===== src/prefetch_cfg_pkg.sv =====
package prefetch_cfg_pkg;

    localparam logic [11:0] CACHE_PERIOD_OFS = 12'h0B4;
    localparam logic [11:0] TIMER_FLAGS_OFS  = 12'h0B8;
    localparam logic [11:0] PREFETCH_OFS     = 12'h0BC;
    localparam logic [11:0] CAP_BASE_OFS     = 12'h0C0;
    localparam logic [11:0] CAP_END_OFS      = 12'h0D4;

    localparam logic [31:0] CACHE_PERIOD_RST = 32'h0000_0040;
    localparam logic [31:0] PREFETCH_RST     = 32'h0300_0041;
    localparam logic [31:0] PREFETCH_WMASK   = 32'h07FF_FFFF;

    localparam int DISCARD_BIT   = 2;
    localparam int RETRY_BIT     = 0;
    localparam int PLAIN_SEL_BIT = 26;
    localparam int LINE_SEL_BIT  = 25;
    localparam int MULT_SEL_BIT  = 24;
    localparam int LINE_FAST_LSB = 18;
    localparam int LINE_SLOW_LSB = 12;
    localparam int MULT_FAST_LSB = 6;
    localparam int MULT_SLOW_LSB = 0;

    localparam int THR_W   = 6;
    localparam int BYTES_W = 13;
    localparam int CHUNK_SHIFT = 6;
    localparam logic [BYTES_W-1:0] DWORD_BYTES = 13'h0004;
    localparam logic [BYTES_W-1:0] LINE_BYTES  = 13'h0040;

    localparam logic [1:0] CMD_PLAIN = 2'h0;
    localparam logic [1:0] CMD_LINE  = 2'h1;
    localparam logic [1:0] CMD_MULT  = 2'h2;

endpackage


===== src/bridge_prefetch_config.sv =====
`timescale 1ns/100ps
module bridge_prefetch_config
    import prefetch_cfg_pkg::*;
(
    // Clock and reset.
    input  wire logic               core_clk_i,
    input  wire logic               resetn_i,
    // Configuration access.
    input  wire logic               cfg_wr_i,
    input  wire logic               cfg_rd_i,
    input  wire logic [11:0]        cfg_addr_i,
    input  wire logic [31:0]        cfg_wdata_i,
    input  wire logic [3:0]         cfg_be_i,
    output logic      [31:0]        cfg_rdata_o,
    output logic                    cfg_rvalid_o,
    output logic                    cap_window_o,
    // Timer events and bus speed.
    input  wire logic               discard_timer_expired_i,
    input  wire logic               retry_timer_expired_i,
    input  wire logic               bus_fast_i,
    // Read caching.
    input  wire logic               cache_fill_i,
    output logic                    cache_discard_o,
    // Prefetch request.
    input  wire logic               req_i,
    input  wire logic [1:0]         req_cmd_i,
    output logic                    amt_valid_o,
    output logic [BYTES_W-1:0]      amt_bytes_o
);

    // ****************************************************************
    // Register storage
    // ****************************************************************
    logic [31:0] cache_hold_cycles_ff;
    logic [31:0] read_prefetch_config_ff;
    logic        discard_timer_expired_ff;
    logic        retry_timer_expired_ff;
    logic [31:0] hold_cnt_ff;
    logic        holding_ff;

    function automatic logic [31:0] be_merge(input logic [31:0] old_v,
                                             input logic [31:0] new_v,
                                             input logic [3:0]  be);
        logic [31:0] r;
        r = old_v;
        for (int i = 0; i < 4; i++) begin
            if (be[i]) begin
                r[i*8 +: 8] = new_v[i*8 +: 8];
            end
        end
        return r;
    endfunction

    function automatic logic [BYTES_W-1:0] chunk_bytes(
        input logic [THR_W-1:0] f);
        logic [BYTES_W-1:0] n;
        n = {{(BYTES_W-THR_W){1'b0}}, f} + 13'h0001;
        return BYTES_W'(n << CHUNK_SHIFT);
    endfunction

    always_ff @(posedge core_clk_i) begin
        if (!resetn_i) begin
            cache_hold_cycles_ff <= CACHE_PERIOD_RST;
        end else if (cfg_wr_i && cfg_addr_i == CACHE_PERIOD_OFS) begin
            cache_hold_cycles_ff <= be_merge(cache_hold_cycles_ff,
                                             cfg_wdata_i, cfg_be_i);
        end
    end

    always_ff @(posedge core_clk_i) begin
        if (!resetn_i) begin
            read_prefetch_config_ff <= PREFETCH_RST;
        end else if (cfg_wr_i && cfg_addr_i == PREFETCH_OFS) begin
            read_prefetch_config_ff <= be_merge(read_prefetch_config_ff,
                cfg_wdata_i, cfg_be_i) & PREFETCH_WMASK;
        end
    end

    always_ff @(posedge core_clk_i) begin
        if (!resetn_i) begin
            discard_timer_expired_ff <= 1'b0;
        end else begin
            discard_timer_expired_ff <= discard_timer_expired_i;
        end
    end

    always_ff @(posedge core_clk_i) begin
        if (!resetn_i) begin
            retry_timer_expired_ff <= 1'b0;
        end else begin
            retry_timer_expired_ff <= retry_timer_expired_i;
        end
    end

    // ****************************************************************
    // Read path
    // ****************************************************************
    logic [31:0] nxt_rdata;
    always_comb begin
        nxt_rdata = 32'h0000_0000;
        case (cfg_addr_i)
            CACHE_PERIOD_OFS: nxt_rdata = cache_hold_cycles_ff;
            TIMER_FLAGS_OFS: begin
                nxt_rdata[DISCARD_BIT] = discard_timer_expired_ff;
                nxt_rdata[RETRY_BIT]   = retry_timer_expired_ff;
            end
            PREFETCH_OFS: nxt_rdata = read_prefetch_config_ff
                                      & PREFETCH_WMASK;
            default: nxt_rdata = 32'h0000_0000;
        endcase
    end

    always_ff @(posedge core_clk_i) begin
        if (!resetn_i) begin
            cfg_rdata_o  <= 32'h0000_0000;
            cfg_rvalid_o <= 1'b0;
        end else begin
            cfg_rdata_o  <= cfg_rd_i ? nxt_rdata : 32'h0000_0000;
            cfg_rvalid_o <= cfg_rd_i;
        end
    end

    always_ff @(posedge core_clk_i) begin
        if (!resetn_i) begin
            cap_window_o <= 1'b0;
        end else begin
            cap_window_o <= (cfg_rd_i || cfg_wr_i)
                         && cfg_addr_i >= CAP_BASE_OFS
                         && cfg_addr_i <  CAP_END_OFS;
        end
    end

    // ****************************************************************
    // Short-term cache lifetime
    // ****************************************************************
    // A new fill restarts the count, so data is never dropped early.
    // Lifetime counter.
    always_ff @(posedge core_clk_i) begin
        if (!resetn_i) begin
            hold_cnt_ff     <= 32'h0000_0000;
            holding_ff      <= 1'b0;
            cache_discard_o <= 1'b0;
        end else if (cache_fill_i) begin
            hold_cnt_ff     <= 32'h0000_0000;
            holding_ff      <= 1'b1;
            cache_discard_o <= 1'b0;
        end else if (holding_ff) begin
            hold_cnt_ff     <= hold_cnt_ff + 32'h0000_0001;
            if (hold_cnt_ff + 32'h0000_0001 >= cache_hold_cycles_ff) begin
                holding_ff      <= 1'b0;
                cache_discard_o <= 1'b1;
            end
        end else begin
            cache_discard_o <= 1'b0;
        end
    end

    // ****************************************************************
    // Prefetch amount
    // ****************************************************************
    logic [THR_W-1:0]   line_thr;
    logic [THR_W-1:0]   mult_thr;
    logic [BYTES_W-1:0] nxt_amt;
    always_comb begin
        line_thr = bus_fast_i
            ? read_prefetch_config_ff[LINE_FAST_LSB +: THR_W]
            : read_prefetch_config_ff[LINE_SLOW_LSB +: THR_W];
        mult_thr = bus_fast_i
            ? read_prefetch_config_ff[MULT_FAST_LSB +: THR_W]
            : read_prefetch_config_ff[MULT_SLOW_LSB +: THR_W];
        case (req_cmd_i)
            CMD_PLAIN: nxt_amt = read_prefetch_config_ff[PLAIN_SEL_BIT]
                               ? chunk_bytes(line_thr) : DWORD_BYTES;
            CMD_LINE:  nxt_amt = read_prefetch_config_ff[LINE_SEL_BIT]
                               ? chunk_bytes(line_thr) : LINE_BYTES;
            CMD_MULT:  nxt_amt = read_prefetch_config_ff[MULT_SEL_BIT]
                               ? chunk_bytes(mult_thr)
                               : BYTES_W'(LINE_BYTES << 1);
            default:   nxt_amt = DWORD_BYTES;
        endcase
    end

    always_ff @(posedge core_clk_i) begin
        if (!resetn_i) begin
            amt_valid_o <= 1'b0;
            amt_bytes_o <= '0;
        end else begin
            amt_valid_o <= req_i;
            amt_bytes_o <= req_i ? nxt_amt : amt_bytes_o;
        end
    end

    // ****************************************************************
    // Checks
    // ****************************************************************
    period_reset_a: assert property (@(posedge core_clk_i)
        $rose(resetn_i) |-> cache_hold_cycles_ff == CACHE_PERIOD_RST)
        else $error("cache period reset value wrong");

    discard_flag_a: assert property (@(posedge core_clk_i)
        disable iff (!resetn_i) cfg_rd_i && cfg_addr_i == TIMER_FLAGS_OFS
        |=> cfg_rdata_o[DISCARD_BIT] == $past(discard_timer_expired_ff))
        else $error("discard flag read wrong");

    retry_flag_a: assert property (@(posedge core_clk_i)
        disable iff (!resetn_i) cfg_rd_i && cfg_addr_i == TIMER_FLAGS_OFS
        |=> cfg_rdata_o[RETRY_BIT] == $past(retry_timer_expired_ff))
        else $error("retry flag read wrong");

    status_reserved_a: assert property (@(posedge core_clk_i)
        disable iff (!resetn_i) cfg_rd_i && cfg_addr_i == TIMER_FLAGS_OFS
        |=> cfg_rdata_o[31:3] == '0 && !cfg_rdata_o[1])
        else $error("status reserved bits nonzero");

    ctrl_reserved_a: assert property (@(posedge core_clk_i)
        disable iff (!resetn_i) cfg_rd_i && cfg_addr_i == PREFETCH_OFS
        |=> cfg_rdata_o[31:27] == '0)
        else $error("control reserved bits nonzero");

    mult_default_a: assert property (@(posedge core_clk_i)
        disable iff (!resetn_i)
        req_i && req_cmd_i == CMD_MULT
        && !read_prefetch_config_ff[MULT_SEL_BIT]
        |=> amt_valid_o && amt_bytes_o == 13'h0080)
        else $error("read multiple default amount wrong");

    plain_dword_a: assert property (@(posedge core_clk_i)
        disable iff (!resetn_i)
        req_i && req_cmd_i == CMD_PLAIN
        && !read_prefetch_config_ff[PLAIN_SEL_BIT]
        |=> amt_bytes_o == 13'h0004)
        else $error("plain read amount wrong");

    cache_expire_a: assert property (@(posedge core_clk_i)
        disable iff (!resetn_i)
        cache_fill_i && cache_hold_cycles_ff == 32'h0000_0002
        ##1 !cache_fill_i ##1 !cache_fill_i |=> cache_discard_o)
        else $error("cache discard late or missing");

    period_lane_a: assert property (@(posedge core_clk_i)
        disable iff (!resetn_i)
        cfg_wr_i && cfg_addr_i == CACHE_PERIOD_OFS && cfg_be_i[0]
        |=> cache_hold_cycles_ff[7:0] == $past(cfg_wdata_i[7:0]))
        else $error("cache period low byte not written");

    ctrl_write_mask_a: assert property (@(posedge core_clk_i)
        disable iff (!resetn_i)
        cfg_wr_i && cfg_addr_i == PREFETCH_OFS
        |=> (read_prefetch_config_ff & ~PREFETCH_WMASK) == '0)
        else $error("reserved control bits were written");

    cap_window_a: assert property (@(posedge core_clk_i)
        disable iff (!resetn_i)
        (cfg_rd_i || cfg_wr_i) && cfg_addr_i >= CAP_BASE_OFS
        && cfg_addr_i < CAP_END_OFS
        |=> cap_window_o)
        else $error("capability window not flagged");

    line_default_a: assert property (@(posedge core_clk_i)
        disable iff (!resetn_i)
        req_i && req_cmd_i == CMD_LINE
        && !read_prefetch_config_ff[LINE_SEL_BIT]
        |=> amt_valid_o && amt_bytes_o == LINE_BYTES)
        else $error("read line default amount wrong");

    // Expected amounts use a product, so a broken shift decode is caught.
    line_fast_thr_a: assert property (@(posedge core_clk_i)
        disable iff (!resetn_i)
        req_i && req_cmd_i == CMD_LINE && bus_fast_i
        && read_prefetch_config_ff[LINE_SEL_BIT]
        |=> amt_bytes_o == (BYTES_W'($past(read_prefetch_config_ff[
            LINE_FAST_LSB +: THR_W])) + 13'h0001) * LINE_BYTES)
        else $error("fast line threshold amount wrong");

    plain_slow_thr_a: assert property (@(posedge core_clk_i)
        disable iff (!resetn_i)
        req_i && req_cmd_i == CMD_PLAIN && !bus_fast_i
        && read_prefetch_config_ff[PLAIN_SEL_BIT]
        |=> amt_bytes_o == (BYTES_W'($past(read_prefetch_config_ff[
            LINE_SLOW_LSB +: THR_W])) + 13'h0001) * LINE_BYTES)
        else $error("slow plain read threshold amount wrong");

    mult_fast_thr_a: assert property (@(posedge core_clk_i)
        disable iff (!resetn_i)
        req_i && req_cmd_i == CMD_MULT && bus_fast_i
        && read_prefetch_config_ff[MULT_SEL_BIT]
        |=> amt_bytes_o == (BYTES_W'($past(read_prefetch_config_ff[
            MULT_FAST_LSB +: THR_W])) + 13'h0001) * LINE_BYTES)
        else $error("fast read multiple threshold amount wrong");

    mult_slow_thr_a: assert property (@(posedge core_clk_i)
        disable iff (!resetn_i)
        req_i && req_cmd_i == CMD_MULT && !bus_fast_i
        && read_prefetch_config_ff[MULT_SEL_BIT]
        |=> amt_bytes_o == (BYTES_W'($past(read_prefetch_config_ff[
            MULT_SLOW_LSB +: THR_W])) + 13'h0001) * LINE_BYTES)
        else $error("slow read multiple threshold amount wrong");

endmodule


===== config.mk =====
export PLATFORM = sky130hd
export DESIGN_NAME = bridge_prefetch_config
export DESIGN_NICKNAME = d
export VERILOG_FILES = /design/src/prefetch_cfg_pkg.sv /design/src/bridge_prefetch_config.sv
export SDC_FILE = /design/constraint.sdc
export NUM_CORES = 1
export LEC_CHECK = 0
export BUFFER_PORTS_ARGS = -buffer_cell sky130_fd_sc_hd__buf_2
export CELL_PAD_IN_SITES_DETAIL_PLACEMENT = 0
export CELL_PAD_IN_SITES_GLOBAL_PLACEMENT = 1
export CORE_UTILIZATION = 30
export DETAILED_ROUTE_END_ITERATION = 8
export MAX_ROUTING_LAYER = met4
export PLACE_DENSITY = 0.57
export SYNTH_ARGS = -nofsm -noshare
export SYNTH_HDL_FRONTEND = slang
export SYNTH_SLANG_ARGS = --single-unit

===== constraint.sdc =====
create_clock -name core_clk_i -period 7.8 [get_ports core_clk_i]
set_input_delay 0.78 -clock core_clk_i [delete_from_list [all_inputs] [get_ports core_clk_i]]
set_output_delay 0.78 -clock core_clk_i [all_outputs]
set_load 0.05 [all_outputs]

## Yosys cells after proc, flatten, opt, wreduce, memory -nomap -nowiden

Index checks and enable logic that the tools add are counted.

| operators by class | value |
|---|---|
| add/sub/neg operators | 3 |
| $lt $le $gt $ge | 3 |
| eq/ne operators | 5 |
| muxes and demuxes | 13 |
| bitwise operators | 2 |
| reduce and logical (&&, ||, !) cells | 17 |

Operator list:

| kind | count |
|---|---|
| 29-bit case mux with 2 select lines | 1 |
| 13-bit 2-to-1 mux | 3 |
| 13-bit case mux with 3 select lines | 1 |
| 12-bit by 8-bit == test with 1-bit output, second input constant | 3 |
| 32-bit by 1-bit adder with 32-bit output, second input constant | 1 |
| 32-bit greater-or-equal comparator | 1 |
| 2-bit AND reduction | 9 |
| 6-bit by 1-bit adder with 7-bit output, second input constant | 2 |
| 12-bit by 8-bit greater-or-equal comparator with 1-bit output, second input constant | 1 |
| 12-bit by 8-bit less-than comparator with 1-bit output, second input constant | 1 |
| 6-bit 2-to-1 mux | 2 |
| 1-bit case mux with 3 select lines | 2 |
| 1-bit logical AND | 4 |
| 1-bit 2-to-1 mux | 3 |
| 3-bit OR reduction | 1 |
| 2-bit by 1-bit == test with 1-bit output, second input constant | 1 |
| 2-bit == test, second input constant | 1 |
| 2-bit logical NOT | 1 |
| 1-bit NOT | 2 |
| 1-bit case mux with 2 select lines | 1 |
| 2-bit OR reduction | 1 |
| 1-bit logical OR | 1 |

| word-level totals | value |
|---|---|
| flip-flop bits (word level) | 143 |
| bits of input ports | 59 |
| output and inout bits | 49 |
| word-level logic and storage cells | 61 |

## Logic depth before layout (Yosys ltp)

| depth | value |
|---|---|
| word-level depth | 5 |
| gate-level depth with buffers | 15 |
| depth with buffers taken out | 13 |

## Worst setup path after synthesis

OpenSTA, ideal clock, no wires.

| timing path | value |
|---|---|
| path type | register -> register |
| from | reg hold_cnt_ff[0] |
| to | reg holding_ff |
| library setup time | 0.122 ns |
| arrival | 2.801 ns |
| required time | 7.678 ns |
| path slack | 4.877 ns |
| stages on the path, launching flop included | 14 |
| buffers on the path | 1 |
| period minus slack after synthesis | 2.923 ns |
| cells stage by stage | dfxtp_1 -> ha_1 -> and3_2 -> and4_1 -> buf_2 -> and4_1 -> nand3_1 -> xnor2_1 -> ha_1 -> nand4_1 -> nor4_1 -> nand3_1 -> a41oi_1 -> o41ai_1 |

| on the way | value |
|---|---|
| longest elaborated chain between the ends | 5 |

RTL lines:

| item | RTL line | text |
|---|---|---|
| start: declaration | bridge_prefetch_config.sv:38 | `logic [31:0] hold_cnt_ff;` |
| start signal: assignment | bridge_prefetch_config.sv:148 | `hold_cnt_ff <= hold_cnt_ff + 32'h0000_0001;` |
| 32-bit by 1-bit adder with 32-bit output | bridge_prefetch_config.sv:149 | `if (hold_cnt_ff + 32'h0000_0001 >= cache_hold_cycles_ff) begin` |
| 32-bit greater-or-equal comparator | bridge_prefetch_config.sv:149 |  |
| 1-bit 2-to-1 mux | bridge_prefetch_config.sv:149 |  |
| 1-bit 2-to-1 mux | bridge_prefetch_config.sv:147 | `end else if (holding_ff) begin` |
| 1-bit 2-to-1 mux | bridge_prefetch_config.sv:143 | `end else if (cache_fill_i) begin` |
| end signal: assignment | bridge_prefetch_config.sv:141 | `holding_ff <= 1'b0;` |
| end signal: assignment | bridge_prefetch_config.sv:145 | `holding_ff <= 1'b1;` |
| end signal: assignment | bridge_prefetch_config.sv:150 | `holding_ff <= 1'b0;` |
| end: declaration | bridge_prefetch_config.sv:39 | `logic holding_ff;` |

No other way between the ends.
A chain may end at the register's enable or synchronous reset.

## Final worst setup path

Ends and elaborated chain as after synthesis.

==> results.md <==
- Vias in the first global route: 5235
- Synth warnings: 0
- CP endpoint kind: register
- Post-synth EDFFs: 0
- Setup crit start: hold_cnt_ff[0]
- Die area: ~0.023 mm2
- Synth Area in Compound Gates: 0.0926
- FF-to-FF path depth: 12
- Req. time, crit path: ~8.1 ns
- Clock transition at path regs: 0.06 ns
- Crit path launch type: register
- Global-route wire length before repair: roughly 30000 um
- Final Hold Viols: 0
- Mapped cell area: between 0.006 and 0.007 mm2
- PortBufs: approximately 100
- Combinational power share: 0.046
- Fin. max-slew vios: 0
- Boundary pin count: around 110
- Flops & latches, synth: between 100 and 150
- Critical Path End: holding_ff
- Layout Skew: around 0.0066 ns
- Synth Flop Type: dfxtp_1
- Setup Total Neg Slack: 0 ns
- Most common cell after layout, fill and taps aside: dfxtp_1
- Routed vias: 5431
- Syn-to-layout area delta: 19.1%
- Synth Area in XOR/XNOR: 0.0829
- Root buf cell: clkbuf_16
- Synth area leaders: dfxtp_1 (40%), mux2i_1 (9.5%), nor2_1 (6.5%), ha_1 (6.4%), xor2_1 (4.8%)
- Max_slew headroom: 0.449
- Clock power frac: 0.526
- R2r endpoint: holding_ff
- DRC viols: 0
- Largest family of logic cells by synthesized area: simple AND/OR/NAND/NOR gates
- Initial drt markers: 265
- Nets@finish: 961
- Share of layout cells above drive strength 1: 0.172
- Adder-Cell Fraction of Synth Area: 0.0638
- Ys async rst share: 0
- Worst Path Arrival: 3.70 ns
- Post-Synthesis Cells: roughly 780
- GRT overflow: 0
- Post-Synth Simple-Gate Area: 0.202
- Cell Rows: 54
- HPWL Detailed: between 10000 and 15000 um
- Die H: between 150 and 200 um
- Sw Pwr: ~0.00038 W
- Worst slew pin tran: approximately 0.82 ns
- Per-cell routed wire length: 15.8 um
- Diodes inserted: 0
- Sw Share: 0.230
- Met3 usage: 0.0320
- CTS sink cnt: about 140
- Lkg Pwr: around 3.3 nW
- Max-Cap Viols: 0
- Worst skew pair latency: 0.42 ns
- Drt first pass iters: 4
- Grt peak-use layer: met2
- PwrDens: 203 mW/mm2
- Hold Path Cell Cnt: 2
- Die width: 153 um
- Most frequent cells in the layout: dfxtp_1 (138), nor2_1 (118), buf_2 (102)
- Post-cts resize count: 0
- RePlAce Congestion: 0.775
- Dominant cell type by area after synthesis: dfxtp_1
- TritonCTS clock tree: done
- Register area share after synthesis: 0.402
- Setup Buffers After CTS: 0
- Avg Cell Area, Syn: roughly 8.8 um2
- CTS H-Tree Depth: 4
- Internal: 0.00128 W
- Reg2reg setup slack: 4.39 ns
- Vias per inst: approximately 4.7
- Initial antenna violation count: 0
- Final setup vio count: 0
- Final worst slack: 4.39 ns
- Worst Hold Class: reg -> reg
- Final wirelength: around 18000 um
- Peak supply drop: ~110 uV
- # hold bufs at CTS: 0
- Sequential power share: 0.428
- Pre-CTS setup slack: approximately 4.3 ns
- Met2 usage: 0.247
- Critical-path maximum fanout: 10
- Status: finished clean
- Area share of the largest cell type after synthesis: 0.402
- Reg-to-reg startpoint: hold_cnt_ff[0]
- Largest net degree at the start of global routing: 37
- Mux cell area share after synthesis: 0.0980
- Post-layout min period: ~3.4 ns
- Fin crit share: 0.437
- Initial Util: 0.310
- CP Class: reg -> reg
- Placeable core region: about 0.022 mm2
- TritonCTS buffer count: 17
- RSZ-0062 raised after global routing: false
- Peak Freq: about 0.29 GHz
- ANT nets after route: 0
- All-Layer GR Usage: 0.166
- Grt met1 use: 0.226
- Yosys cell types: 53
- Max Root-Sink Buffers: 2
==> final cells by class <==
class,count,area [um2]
inverter,41,154
multi-input combinational,561,3720
clock inverter,12,188
tap,280,350
fill,2293,14000
timing repair buffer,108,556
sequential,138,2760
clock buffer,20,447
==> worst min-delay path by stage <==
stage / startpoint / to
6_report: cache_hold_cycles_ff[1] / cache_hold_cycles_ff[1]
5_1_grt: cache_hold_cycles_ff[1] / cache_hold_cycles_ff[1]
4_1_cts: cache_hold_cycles_ff[1] / cache_hold_cycles_ff[1]
3_5_place_dp: cache_hold_cycles_ff[1] / cache_hold_cycles_ff[1]
3_3_place_gp: cache_hold_cycles_ff[5] / cache_hold_cycles_ff[5]
2_1_floorplan: cache_hold_cycles_ff[1] / cache_hold_cycles_ff[1]
==> synth_stat cells, types with 8 or more instances <==
cell type / count
mux2i_1: 65
nand2_1: 64
buf_4: 8
buf_2: 12
and3_1: 22
a22oi_1: 32
nor2_1: 118
inv_1: 40
nand4_1: 11
ha_1: 35
a21oi_1: 27
nor3_1: 8
o21ai_0: 20
nand3_1: 26
and2_1: 9
xnor2_1: 27
clkbuf_1: 23
dfxtp_1: 138
xor2_1: 38
==> cell families (layout without fill, tap and decap cells) <==
kind of cell               Yosys count  after routing
adders and majority gates           35             35
xor gates and xnor gates            65             65
DFF                                138            138
AOI/OAI and AO/OA                   99             99
buffers and inverters               89            181
other                                1              5
muxes                               67             67
and+or+nand+nor                    290            290
==> registers in the layout, summed over array words and instances, names as in the netlist <==
signal	cells
holding_ff	1
amt_valid_o	1
discard_timer_expired_ff	1
cap_window_o	1
cfg_rdata_o	32
read_prefetch_config_ff	27
retry_timer_expired_ff	1
cfg_rvalid_o	1
hold_cnt_ff	32
cache_hold_cycles_ff	32
cache_discard_o	1
amt_bytes_o	8
==> critical path: stages (launching register included) <==
cell and delay [ns]:
dfxtp_1 0.43, ha_1 0.23, and3_2 0.23, and4_1 0.41, and2_1 0.45, nand2_1 0.12
xnor2_1 0.15, ha_1 0.29, nand4_1 0.10, nor4_1 0.40, nand3_1 0.13, a41oi_1 0.22
o41ai_1 0.11
==> per-stage QoR <==
stage,area (um2),total power (W),util,hold slack (ns),instances
2_1_floorplan,6880,0.000774,-,0.450,788
3_3_place_gp,7540,0.000805,0.340,0.468,1128
3_5_place_dp,7540,0.000805,0.340,0.471,1128
4_1_cts,8180,0.00168,0.369,0.481,1160
5_1_grt,8180,0.00172,0.369,0.500,1160
6_report,8180,0.00166,0.369,0.484,1160
==> power groups by stage <==
stage / Combinational, W / Clock (W) / Sequential [W]
detailed placement: 0.0000779 / 0 / 0.000727
global placement: 0.0000781 / 0 / 0.000727
floorplan: 0.0000370 / 0 / 0.000736
finish: 0.0000768 / 0.000874 / 0.000711
CTS: 0.0000781 / 0.000894 / 0.000711
global route: 0.0000828 / 0.000927 / 0.000711
==> routing by layer <==
metal	vias to the layer above	wire length, um
li1	2835	-
met1	2472	9480
met2	109	8060
met3	15	640
met4	0	201
met5	-	0
(Power assumes the default switching activity.)
